$ cat config.mk
export PLATFORM = sky130hd
export DESIGN_NAME = hcbp_gen
export DESIGN_NICKNAME = d
export VERILOG_FILES = /design/src/core/hcbp_gen.v
export VERILOG_INCLUDE_DIRS = /design/src /design/src/core
export SDC_FILE = /design/constraint.sdc
export NUM_CORES = 2
export LEC_CHECK = 0
export BUFFER_PORTS_ARGS = -buffer_cell sky130_fd_sc_hd__buf_2
export CAP_MARGIN = 15
export CORE_ASPECT_RATIO = 1.5
export CORE_UTILIZATION = 55
export DETAILED_ROUTE_END_ITERATION = 8
export MAX_ROUTING_LAYER = met4
export PLACE_DENSITY = 0.78
export REMOVE_ABC_BUFFERS = 1
export SLEW_MARGIN = 20
export SYNTH_ARGS = -nofsm -noshare
export SYNTH_HDL_FRONTEND = slang
export SYNTH_SLANG_ARGS = --single-unit
$ cat constraint.sdc
create_clock -name clk -period 68.7 [get_ports clk]
set_input_delay 13.74 -clock clk [delete_from_list [all_inputs] [get_ports clk]]
set_output_delay 13.74 -clock clk [all_outputs]
set_load 0.005 [all_outputs]
$ cat src/core/hcbp_defs.vh
// Purpose: Constants of the clamp, preblank and blanking pulse generator
// Assumes: Included by bare name from core design files
// Notes:   Field codes are word indices inside one register group
`ifndef HCBP_DEFS_VH
`define HCBP_DEFS_VH

// Per-sequence register group, word index
`define HCBP_F_CTRL        5'h00
`define HCBP_F_CLP_T1      5'h01
`define HCBP_F_CLP_T2      5'h02
`define HCBP_F_PBK_T1      5'h03
`define HCBP_F_PBK_T2      5'h04
`define HCBP_F_EVEN0       5'h05
`define HCBP_F_ODD0        5'h0B
`define HCBP_F_LAST        5'h10

// Global register group, word index
`define HCBP_G_CLP_MASK0   5'h00
`define HCBP_G_PBK_MASK0   5'h06
`define HCBP_G_MASK_LAST   5'h0B
`define HCBP_G_STATUS      5'h0C

// Control word bit positions
`define HCBP_B_CLP_POL     0
`define HCBP_B_PBK_POL     1
`define HCBP_B_MODE        2
`define HCBP_B_LVL_P1      4
`define HCBP_B_LVL_P2      5
`define HCBP_B_LVL_LS      6

// Status word bit positions
`define HCBP_B_ST_LINE     0
`define HCBP_B_ST_BLANK    13
`define HCBP_B_ST_SEQ      16

// Blanking modes
`define HCBP_MODE_NORMAL   2'h0
`define HCBP_MODE_MIX      2'h1
`define HCBP_MODE_ADV      2'h2
`define HCBP_MODE_TEST     2'h3

// Reset values
`define HCBP_RST_WORD      13'h0000
`define HCBP_RST_MSTART    13'h1FFF
`define HCBP_RST_MEND      13'h0000

`endif

$ cat src/core/hcbp_gen.v
// Purpose: Clamp, preblank and horizontal blanking pulses for a CCD line
// Assumes: line_start/field_start are one-cycle pulses synchronous to clk
// Notes:   Avalon-MM slave, one wait cycle per access
// What this block does
// Clamp and preblank each restart every line at their own start polarity bit.
// Clamp and preblank flip level at two 13-bit pixel toggle positions.
// Software treats clamp and preblank as active low when programming them.
// Each vertical sequence holds its own clamp and preblank pattern.
// Clamp or preblank suppressed from programmed start line through end line.
// Masking silences outputs but leaves every stored pattern untouched.
// Three masking areas for clamp and three for preblank.
// Masking areas are global, active in every field and sequence.
// Software disables masking with all ones or a line beyond field length.
// At power-up software sets mask start 8191 and mask end 0.
// Blanking has no start polarity; only toggles place each interval.
// Separate blanking levels for phase-one, phase-two and last-stage clocks.
// Phase-one level bit high drives phase-one clocks low while blanking.
// Each vertical sequence holds its own blanking settings.
// Three blanking modes: basic, pixel mixing and advanced; mode 1 (mixing) runs the same six toggles as basic here.
// Basic mode offers six blanking toggle positions per line.
// Software normally uses only two blanking toggles for a plain interval.
// Even and odd lines use separate toggle sets; equal sets for no alternation.
// Two-bit mode: 0 normal, 1 mixing, 2 advanced, 3 reserved.
// Blanking toggles are 13-bit pixel positions, separate for odd and even.
// Toggles match the pixel counter, mask lines the line counter.
`include "hcbp_defs.vh"
`timescale 1ns/10ps
`default_nettype none

module hcbp_gen #(
  parameter SEQ_BITS = 2
) (
  // Clock, reset, enable
  input  wire                  clk,
  input  wire                  reset_n,
  input  wire                  clk_en,
  // Line and field timing
  input  wire                  line_start,
  input  wire                  field_start,
  input  wire [SEQ_BITS-1:0]   vseq_sel,
  // Raw horizontal clocks from the edge generator
  input  wire                  hclk_phase_one_raw,
  input  wire                  hclk_phase_two_raw,
  input  wire                  hclk_last_stage_raw,
  // Avalon-MM slave
  input  wire [SEQ_BITS+7:0]   avs_address,
  input  wire                  avs_read,
  input  wire                  avs_write,
  input  wire [31:0]           avs_writedata,
  input  wire [3:0]            avs_byteenable,
  output reg  [31:0]           avs_readdata,
  output reg                   avs_waitrequest,
  // Sensor and front-end pulses
  output reg                   optical_black_clamp_pulse,
  output reg                   preblank_pulse,
  output reg                   horizontal_blank_pulse,
  output reg                   hclk_phase_one,
  output reg                   hclk_phase_two,
  output reg                   hclk_last_stage
);

  localparam SEQ_DEPTH = 1 << (SEQ_BITS + 5);
  localparam W_HI      = SEQ_BITS + 7;

  // Reset release
  reg                  rst_meta_q;
  reg                  rst_n_q;

  // Counters and running pattern state
  reg  [12:0]          pix_q;
  reg  [12:0]          line_q;
  reg  [SEQ_BITS-1:0]  seq_q;
  reg                  clp_lvl_q;
  reg                  pbk_lvl_q;
  reg                  blank_q;

  // Register storage
  reg  [12:0]          seq_mem  [0:SEQ_DEPTH-1];
  reg  [12:0]          mask_mem [0:11];

  // Next values
  reg  [12:0]          pix_d;
  reg  [12:0]          line_d;
  reg  [SEQ_BITS-1:0]  seq_now;
  reg                  clp_lvl_d;
  reg                  pbk_lvl_d;
  reg                  blank_d;
  reg  [31:0]          rdata_d;

  wire [5:0]           tog_hit;
  wire [2:0]           clp_mhit;
  wire [2:0]           pbk_mhit;

  // Bus decode
  wire [W_HI-2:0]      word    = avs_address[W_HI:2];
  wire                 glb     = avs_address[W_HI];
  wire [4:0]           fld     = word[4:0];
  wire [SEQ_BITS+4:0]  seq_idx = word[SEQ_BITS+4:0];
  wire                 seq_ok  = ~glb && (fld <= `HCBP_F_LAST);
  wire                 mask_ok = glb && (fld <= `HCBP_G_MASK_LAST);
  wire [3:0]           mask_ix = fld[3:0];
  wire [12:0]          cur_val = glb ? mask_mem[mask_ix] : seq_mem[seq_idx];
  wire [12:0]          wr_val  = {avs_byteenable[1] ? avs_writedata[12:8] : cur_val[12:8],
                                  avs_byteenable[0] ? avs_writedata[7:0]  : cur_val[7:0]};
  wire                 wr_go   = avs_write && !avs_waitrequest;

  // Active sequence settings
  wire [12:0]          ctrl_w  = seq_mem[{seq_now, `HCBP_F_CTRL}];
  wire [12:0]          clp_t1  = seq_mem[{seq_now, `HCBP_F_CLP_T1}];
  wire [12:0]          clp_t2  = seq_mem[{seq_now, `HCBP_F_CLP_T2}];
  wire [12:0]          pbk_t1  = seq_mem[{seq_now, `HCBP_F_PBK_T1}];
  wire [12:0]          pbk_t2  = seq_mem[{seq_now, `HCBP_F_PBK_T2}];
  wire [1:0]           mode    = ctrl_w[`HCBP_B_MODE +: 2];

  always @(posedge clk or negedge reset_n) begin
    if (!reset_n) begin
      rst_meta_q <= 1'b0;
      rst_n_q    <= 1'b0;
    end else begin
      rst_meta_q <= 1'b1;
      rst_n_q    <= rst_meta_q;
    end
  end

  always @* begin
    // A new line picks up the sequence presented with its start pulse
    seq_now = line_start ? vseq_sel : seq_q;
    pix_d   = line_start ? 13'h0000 : pix_q + 13'h0001;
    if (field_start) begin
      line_d = 13'h0000;
    end else if (line_start) begin
      line_d = line_q + 13'h0001;
    end else begin
      line_d = line_q;
    end
  end

  // Blanking toggles, odd set on odd lines
  genvar g;
  generate
    for (g = 0; g < 6; g = g + 1) begin : g_tog
      localparam [4:0] F_EVEN = `HCBP_F_EVEN0 + g;
      localparam [4:0] F_ODD  = `HCBP_F_ODD0 + g;
      wire [12:0] pos = line_d[0] ? seq_mem[{seq_now, F_ODD}]
                                  : seq_mem[{seq_now, F_EVEN}];
      // Advanced mode keeps only the plain interval pair
      assign tog_hit[g] = (pos == pix_d) &&
                          ((mode != `HCBP_MODE_ADV) || (g < 2));
    end
    for (g = 0; g < 3; g = g + 1) begin : g_mask
      assign clp_mhit[g] = (line_d >= mask_mem[`HCBP_G_CLP_MASK0 + 2 * g]) &&
                           (line_d <= mask_mem[`HCBP_G_CLP_MASK0 + 2 * g + 1]);
      assign pbk_mhit[g] = (line_d >= mask_mem[`HCBP_G_PBK_MASK0 + 2 * g]) &&
                           (line_d <= mask_mem[`HCBP_G_PBK_MASK0 + 2 * g + 1]);
    end
  endgenerate

  always @* begin
    clp_lvl_d = line_start ? ctrl_w[`HCBP_B_CLP_POL] : clp_lvl_q;
    clp_lvl_d = clp_lvl_d ^ (pix_d == clp_t1) ^ (pix_d == clp_t2);
    pbk_lvl_d = line_start ? ctrl_w[`HCBP_B_PBK_POL] : pbk_lvl_q;
    pbk_lvl_d = pbk_lvl_d ^ (pix_d == pbk_t1) ^ (pix_d == pbk_t2);
    // Every line starts outside the blanking interval unless a toggle sits at pixel 0
    blank_d = (line_start ? 1'b0 : blank_q) ^ (^tog_hit);
    // Reserved test mode keeps blanking off
    if (mode == `HCBP_MODE_TEST) begin
      blank_d = 1'b0;
    end
  end

  always @* begin
    rdata_d = 32'h0000_0000;
    if (seq_ok || mask_ok) begin
      rdata_d[12:0] = cur_val;
    end else if (glb && (fld == `HCBP_G_STATUS)) begin
      rdata_d[`HCBP_B_ST_LINE +: 13]      = line_q;
      rdata_d[`HCBP_B_ST_BLANK]           = blank_q;
      rdata_d[`HCBP_B_ST_SEQ +: SEQ_BITS] = seq_q;
    end
  end

  // Bus slave and register storage
  integer i;
  always @(posedge clk or negedge rst_n_q) begin
    if (!rst_n_q) begin
      avs_waitrequest <= 1'b1;
      avs_readdata    <= 32'h0000_0000;
      for (i = 0; i < SEQ_DEPTH; i = i + 1) begin
        seq_mem[i] <= `HCBP_RST_WORD;
      end
      // Areas come up disabled: start past end
      for (i = 0; i < 12; i = i + 2) begin
        mask_mem[i]     <= `HCBP_RST_MSTART;
        mask_mem[i + 1] <= `HCBP_RST_MEND;
      end
    end else if (clk_en) begin
      if ((avs_read || avs_write) && avs_waitrequest) begin
        avs_waitrequest <= 1'b0;
        avs_readdata    <= rdata_d;
      end else begin
        avs_waitrequest <= 1'b1;
      end
      // Writes only store; masking never touches the pattern words
      if (wr_go && seq_ok) begin
        seq_mem[seq_idx] <= wr_val;
      end
      if (wr_go && mask_ok) begin
        mask_mem[mask_ix] <= wr_val;
      end
    end
  end

  // Pulse generation
  always @(posedge clk or negedge rst_n_q) begin
    if (!rst_n_q) begin
      pix_q                     <= 13'h0000;
      line_q                    <= 13'h0000;
      seq_q                     <= {SEQ_BITS{1'b0}};
      clp_lvl_q                 <= 1'b1;
      pbk_lvl_q                 <= 1'b1;
      blank_q                   <= 1'b0;
      optical_black_clamp_pulse <= 1'b1;
      preblank_pulse            <= 1'b1;
      horizontal_blank_pulse    <= 1'b0;
      hclk_phase_one            <= 1'b0;
      hclk_phase_two            <= 1'b0;
      hclk_last_stage           <= 1'b0;
    end else if (clk_en) begin
      pix_q     <= pix_d;
      line_q    <= line_d;
      seq_q     <= seq_now;
      clp_lvl_q <= clp_lvl_d;
      pbk_lvl_q <= pbk_lvl_d;
      blank_q   <= blank_d;
      // Masked lines show the inactive high level
      optical_black_clamp_pulse <= (|clp_mhit) | clp_lvl_d;
      preblank_pulse            <= (|pbk_mhit) | pbk_lvl_d;
      horizontal_blank_pulse    <= blank_d;
      // Level bit set means the clock group sits low while blanking
      hclk_phase_one  <= blank_d ? ~ctrl_w[`HCBP_B_LVL_P1] : hclk_phase_one_raw;
      hclk_phase_two  <= blank_d ? ~ctrl_w[`HCBP_B_LVL_P2] : hclk_phase_two_raw;
      hclk_last_stage <= blank_d ? ~ctrl_w[`HCBP_B_LVL_LS] : hclk_last_stage_raw;
    end
  end

endmodule

`default_nettype wire

## After elaboration in Yosys (flattened, before gate mapping)

Index checks and enable logic that the tools add are counted.

| storage, ports and cells | value |
|---|---|
| bits in registers | 1,875 |
| input bits | 58 |
| output and inout bits | 39 |
| word-level logic and storage cells | 352 |

| operators by class | value |
|---|---|
| add/subtract/negate cells | 2 |
| $lt $le $gt $ge | 35 |
| equal/unequal tests | 13 |
| mux-type cells | 89 |
| bitwise gates (word level) | 30 |
| reductions and logical operators | 28 |

Operators by type and width:

| operator | count |
|---|---|
| 1664-bit bitwise mux | 1 |
| 13-bit binary-select mux with 7-bit select | 18 |
| 13-bit two-way mux | 49 |
| 156-bit bitwise mux | 1 |
| 8-bit >= comparator, second input constant | 18 |
| 7-bit NOT with 8-bit output | 18 |
| 13-bit equality test | 10 |
| 13-bit demux with 7-bit select | 1 |
| 13-bit >= comparator | 6 |
| 13-bit <= comparator | 6 |
| 13-bit binary-select mux with 4-bit select | 1 |
| 13-bit demux with 4-bit select | 1 |
| 13-bit by 1-bit adder with 13-bit output, second input constant | 2 |
| 1-bit logical AND | 19 |
| 14-bit two-way mux | 1 |
| 7-bit two-way mux | 2 |
| 1-bit two-way mux | 9 |
| 8-bit by 1-bit < comparator with 1-bit output, second input constant | 1 |
| 8-bit two-way mux | 1 |
| 2-bit two-way mux | 3 |
| 2-bit AND reduction | 3 |
| 3-bit OR reduction | 2 |
| 6-bit XOR reduction | 1 |
| 5-bit by 4-bit equality test with 1-bit output, second input constant | 1 |
| 13 further kinds | 22 |

## Longest topological paths before layout

| depth | value |
|---|---|
| word-level depth | 12 |
| mapped depth | 21 |
| mapped depth without buffers | 16 |

## Worst setup path before layout

Ideal clock, no wire load.

| path | value |
|---|---|
| path type | input -> register |
| from | input line_start |
| to | register preblank_pulse |
| setup time | 87 ps |
| arrival time | 17,627 ps |
| required time | 68,613 ps |
| setup slack | 50,986 ps |
| stages | 18 |
| path buffers | 5 |
| cells stage by stage | buf_6 buf_6 clkbuf_1 buf_2 buf_1 nand4_1 or3_1 a21oi_1 ha_1 a21o_1 a21oi_1 o21ai_0 a21o_1 a21o_1 a211o_1 a21oi_1 o21ba_2 a31oi_1 |

| on the way | value |
|---|---|
| elaborated cells on any way between the ends | 32 |
| classes of those cells | order compare (6); eq/ne (2); mux (14); bitwise (6); reduce/logical (4) |

RTL lines:

| what | RTL line | RTL |
|---|---|---|
| start: declaration | hcbp_gen.v:38 | `input wire line_start,` |
| 13-bit two-way mux (*) | hcbp_gen.v:131 | `end else if (line_start) begin` |
| 13-bit two-way mux (*) | hcbp_gen.v:129 | `if (field_start) begin` |
| via line_d[7] | hcbp_gen.v:83 | `reg [12:0] line_d;` |
| 13-bit >= comparator / 13-bit <= comparator (equally long branches) | hcbp_gen.v:153, hcbp_gen.v:154 |  |
| 1-bit logical AND | hcbp_gen.v:153 | `` assign pbk_mhit[g] = (line_d >= mask_mem[`HCBP_G_PBK_MASK0 + 2 * g]) && `` |
| 3-bit OR reduction (*) | hcbp_gen.v:237 | `preblank_pulse <= (\|pbk_mhit) \| pbk_lvl_d;` |
| 1-bit bitwise OR (*) | hcbp_gen.v:237 |  |
| end signal: assignment | hcbp_gen.v:237 |  |
| end: declaration | hcbp_gen.v:55 | `output reg preblank_pulse,` |

Mark *: on every way through the listed nets, which the timed path passes. The rest lies on a longest branch. The select of a mux whose other input is x is not followed.
A chain may end at the register's enable or synchronous reset.

## Final worst setup path

| path | value |
|---|---|
| from | input avs_address[2] |
| to | register seq_mem[1509] in the netlist's numbering |

| on the way | value |
|---|---|
| longest elaborated chain between the ends | 7 |
| elaborated cells on any way between the ends | 20 |
| classes of those cells | order compare (3); mux (11); bitwise (2); reduce/logical (4) |

Ends and longest elaborated chain:

| what | RTL line | RTL |
|---|---|---|
| start: declaration | hcbp_gen.v:46 | `input wire [SEQ_BITS+7:0] avs_address,` |
| 7-bit NOT with 8-bit output (not written as such) / 4-bit NOT with 5-bit output (equally long branches) | hcbp_gen.v:102, hcbp_gen.v:205 |  |
| 13-bit binary-select mux with 7-bit select / 13-bit binary-select mux with 4-bit select (equally long branches) | hcbp_gen.v:102 | `wire [12:0] cur_val = glb ? mask_mem[mask_ix] : seq_mem[seq_idx];` |
| 13-bit two-way mux (not written as such) (2 in series) | hcbp_gen.v:102 |  |
| 13-bit two-way mux | hcbp_gen.v:102 |  |
| 8-bit two-way mux | hcbp_gen.v:104 | `avs_byteenable[0] ? avs_writedata[7:0] : cur_val[7:0]};` |
| 1664-bit bitwise mux | hcbp_gen.v:205 | `seq_mem[seq_idx] <= wr_val;` |
| end signal: indexed assignment | hcbp_gen.v:189 | `` seq_mem[i] <= `HCBP_RST_WORD; `` |
| end signal: indexed assignment | hcbp_gen.v:205 |  |
| end: declaration | hcbp_gen.v:78 | `reg [12:0] seq_mem [0:SEQ_DEPTH-1];` |

Parallel ways exist; a longest one is shown, timed or not. The select of a mux whose other input is x is not followed.

==> impl_metrics.py <==
metrics = {
    "synth": {
        "synth_edf_count": 0,
        "synthFlopType": "dfrtp_1",
        "ys_ff_latch": 1875,
        "synth_cell_type_count": 81,
        "ys_seq_area_frac": 0.522,
        "async_reset_ff_frac": 1.00,
        "yosys-top-cells-area": "dfrtp_1 50%, mux4_2 15%, o21ai_0 5.4%, nand2_1 5.2%, clkbuf_1 4.7%",
        "yosys_warnings": 0,
        "synth_top_area_frac": 0.498,
        "syn_inst": 8156,
        "syn_avg_cell_area_um2": 11.0,
        "synth_top_area_cell": "dfrtp_1",
        "syn_area_um2": 90100,
    },
    "sta": {
        "slew_viol_final": 0,
        "grt_setup_unrepaired": "false",
        "period_needed_ns": 20.81,
        "fin_crit_sh": 0.303,
        "relSlewSlack": 0.134,
        "fmaxAchievable_mhz": 48.1,
        "final.setup.tns_ns": 0,
        "clock_skew_ns": 0.0241,
        "worst_pin_slew_ns": 1.29,
        "setup_viol": 0,
        "finalHoldViolations": 0,
    },
    "route": {
        "dr.pass1.iters": 6,
        "remaining_drc_errors": 0,
        "postRouteWirelength_um": 294000,
        "drtAntennaViolNets": 0,
        "vias": 62901,
        "vias_per_cell": 6.66,
        "drt-initial-drc-count": 8466,
        "wl_per_cell_um": 31.1,
    },
    "worst_setup_path": {
        "rr_worst_depth": 14,
        "cp.arrival_ns": 21.45,
        "critPathCaptureType": "flop",
        "reg2reg_setup_slack_ns": 61.63,
        "cp-start-kind": "primary input",
        "crit_required_ns": 69.34,
        "worst-path-max-fanout": 80,
        "path_class": "in2reg",
    },
    "finish": {
        "area_growth_pct": 5.65,
        "layout_common_cells": "1790 x dfrtp_1, 1216 x nand2_1, 966 x o21ai_0",
        "final_nets": 7403,
        "drive_above_1_share": 0.183,
        "final_cells": 9448,
        "layout_commonest_cell": "dfrtp_1",
    },
    "worst_hold_path": {
        "whs_path_depth": 0,
        "hold_path.class": "reg2reg",
    },
    "power": {
        "powerDensity_nw_per_um2": 25.3,
        "power.leakage_uw": 0.0419,
        "ir_drop_uv": 21.2,
    },
    "global_routing": {
        "grt_use_total": 0.370,
        "overflow": 0,
        "grt_pass1_vias": 64171,
        "grt_first_pass_wirelength_um": 430000,
        "antenna_found_initial": 22,
        "grt_max_degree": 205,
    },
    "clock_network": {
        "ctsHoldBuffers": 0,
        "post-cts-setup-buffers": 0,
        "tritoncts": "done",
        "cts_htree_levels": 4,
        "root_buffer": "clkbuf_16",
        "clkLatencyLatePin_ns": 0.83,
        "clk_pin_slew_ns": 0.07,
        "post_cts_resize_count": 0,
        "numCtsBuffers": 171,
        "cts.sinks": 1875,
        "cts_max_path_buffers": 3,
    },
    "die": {
        "num_io_pins": 97,
        "dieArea_um2": 166000,
        "core-area_um2": 162000,
        "die_w_um": 333,
        "start_util": 0.555,
        "die_y_um": 498,
        "rows": 181,
    },
    "placed_design": {
        "numPlacedInstances": 9115,
        "hpwl_um": 190000,
        "place.gp.congestion": 1.09,
        "portBuffers": 57,
    },
    "outcome": {
        "status": "complete, no violations",
    },
    "flow_run": {
        "max_cap_viol_count": 0,
    },
}
-- power breakdown --
group	leakage (uW)	internal (uW)	total [uW]	switching [uW]
logic	0.0132	86.1	274	187
registers	0.0258	1120	1130	13.0
clock network	0.00286	565	1010	443
total	0.0419	1770	2410	643
-- cells by family (layout without fill, tap and decap cells) --
family	count (synthesis)	count (layout)	synth area share
AND/OR/NAND/NOR	1902	1902	0.0873
flip-flops	1875	1875	0.522
AO/OA/AOI/OAI	1656	1656	0.103
buffers and inverters	1559	716	0.0693
multiplexers	868	868	0.183
adder cells (fa/ha/maj)	158	158	0.0219
XOR/XNOR	136	136	0.0136
other	2	33	0.0000833
-- per-layer routing --
layer | vias up | routed length (um) | global-route usage
met5 | - | 0 | -
met4 | 0 | 32500 | 0.324
met3 | 1420 | 30300 | 0.0943
met2 | 4109 | 132000 | 0.537
met1 | 31304 | 98900 | 0.427
li1 | 26068 | - | -
-- sequential cells by signal, summed over array words and instances (netlist names), 2 cells and up --
signal	flops
seq_mem	1664
seq_q	2
pix_q	13
mask_mem	156
line_q	13
avs_readdata	16
-- final cells by class --
class / instances / area (um2)
Fill cell: 12574 / 67200
Sequential cell: 1875 / 47000
Multi-Input combinational cell: 4737 / 37300
Clock buffer: 245 / 4930
Tap cell: 2104 / 2630
Timing Repair Buffer: 228 / 1680
Clock inverter: 69 / 942
Inverter: 174 / 654
Antenna cell: 16 / 40.0
-- per-stage QoR --
stage | power, uW | setup slack, ns | hold slack [ns] | utilization | instance area, um2
after floorplan | 1300 | 12.71 | 0.331 | - | 84600
after global placement | 1410 | 47.17 | 0.333 | 0.549 | 89200
after detailed placement | 1420 | 47.04 | 0.335 | 0.549 | 89200
after CTS | 2410 | 47.84 | 0.355 | 0.586 | 95100
after global routing | 2470 | 47.41 | 0.358 | 0.586 | 95200
final | 2410 | 47.89 | 0.347 | 0.586 | 95200
-- final timing paths --
| kind | startpoint | to |
|---|---|---|
| max reg2reg | seq_q[1]$_DFFE_PN0P_ | hclk_phase_one$_DFFE_PN0P_ |
| min in group asynchronous | rst_n_q$_DFF_PN0_ | seq_mem[583]$_DFFE_PN0P_ |
| min reg2reg | rst_meta_q$_DFF_PN0_ | rst_n_q$_DFF_PN0_ |
| min | rst_meta_q$_DFF_PN0_ | rst_n_q$_DFF_PN0_ |
| max | avs_address[2] | seq_mem[1509]$_DFFE_PN0P_ |
| max in group asynchronous | reset_n | rst_n_q$_DFF_PN0_ |
-- worst max-delay path, stage by stage --
cell     delay (ns)
buf_8          0.57
buf_4          0.86
buf_4          0.83
buf_4          0.80
buf_4          0.79
mux4_2         0.67
mux4_2         0.49
mux2i_1        0.15
o22ai_1        0.27
o31ai_1        0.61
nor2_1         0.16
a21oi_4        0.14
buf_4          0.75
o21ai_0        0.27
-- cell usage after synthesis (all sizes together) (6+ instances only) --
cell type,count
dfrtp,1792
nand2,1253
clkbuf,1137
o21ai,971
mux4,620
nor2,336
a21oi,306
buf,248
mux2i,211
inv,174
ha,158
dfstp,83
o21a,77
xnor2,70
xor2,64
and3,62
a31oi,59
o211ai,59
nor3,49
nand3,46
nand4,44
mux2,37
a211oi,32
o22ai,27
nand2b,26
nor4,25
o221ai,20
nor2b,19
o31ai,18
a221oi,15
or2,11
a21o,10
a32o,10
or3,9
a22oi,6
a32oi,6
Power figures use the tool's default switching activity.
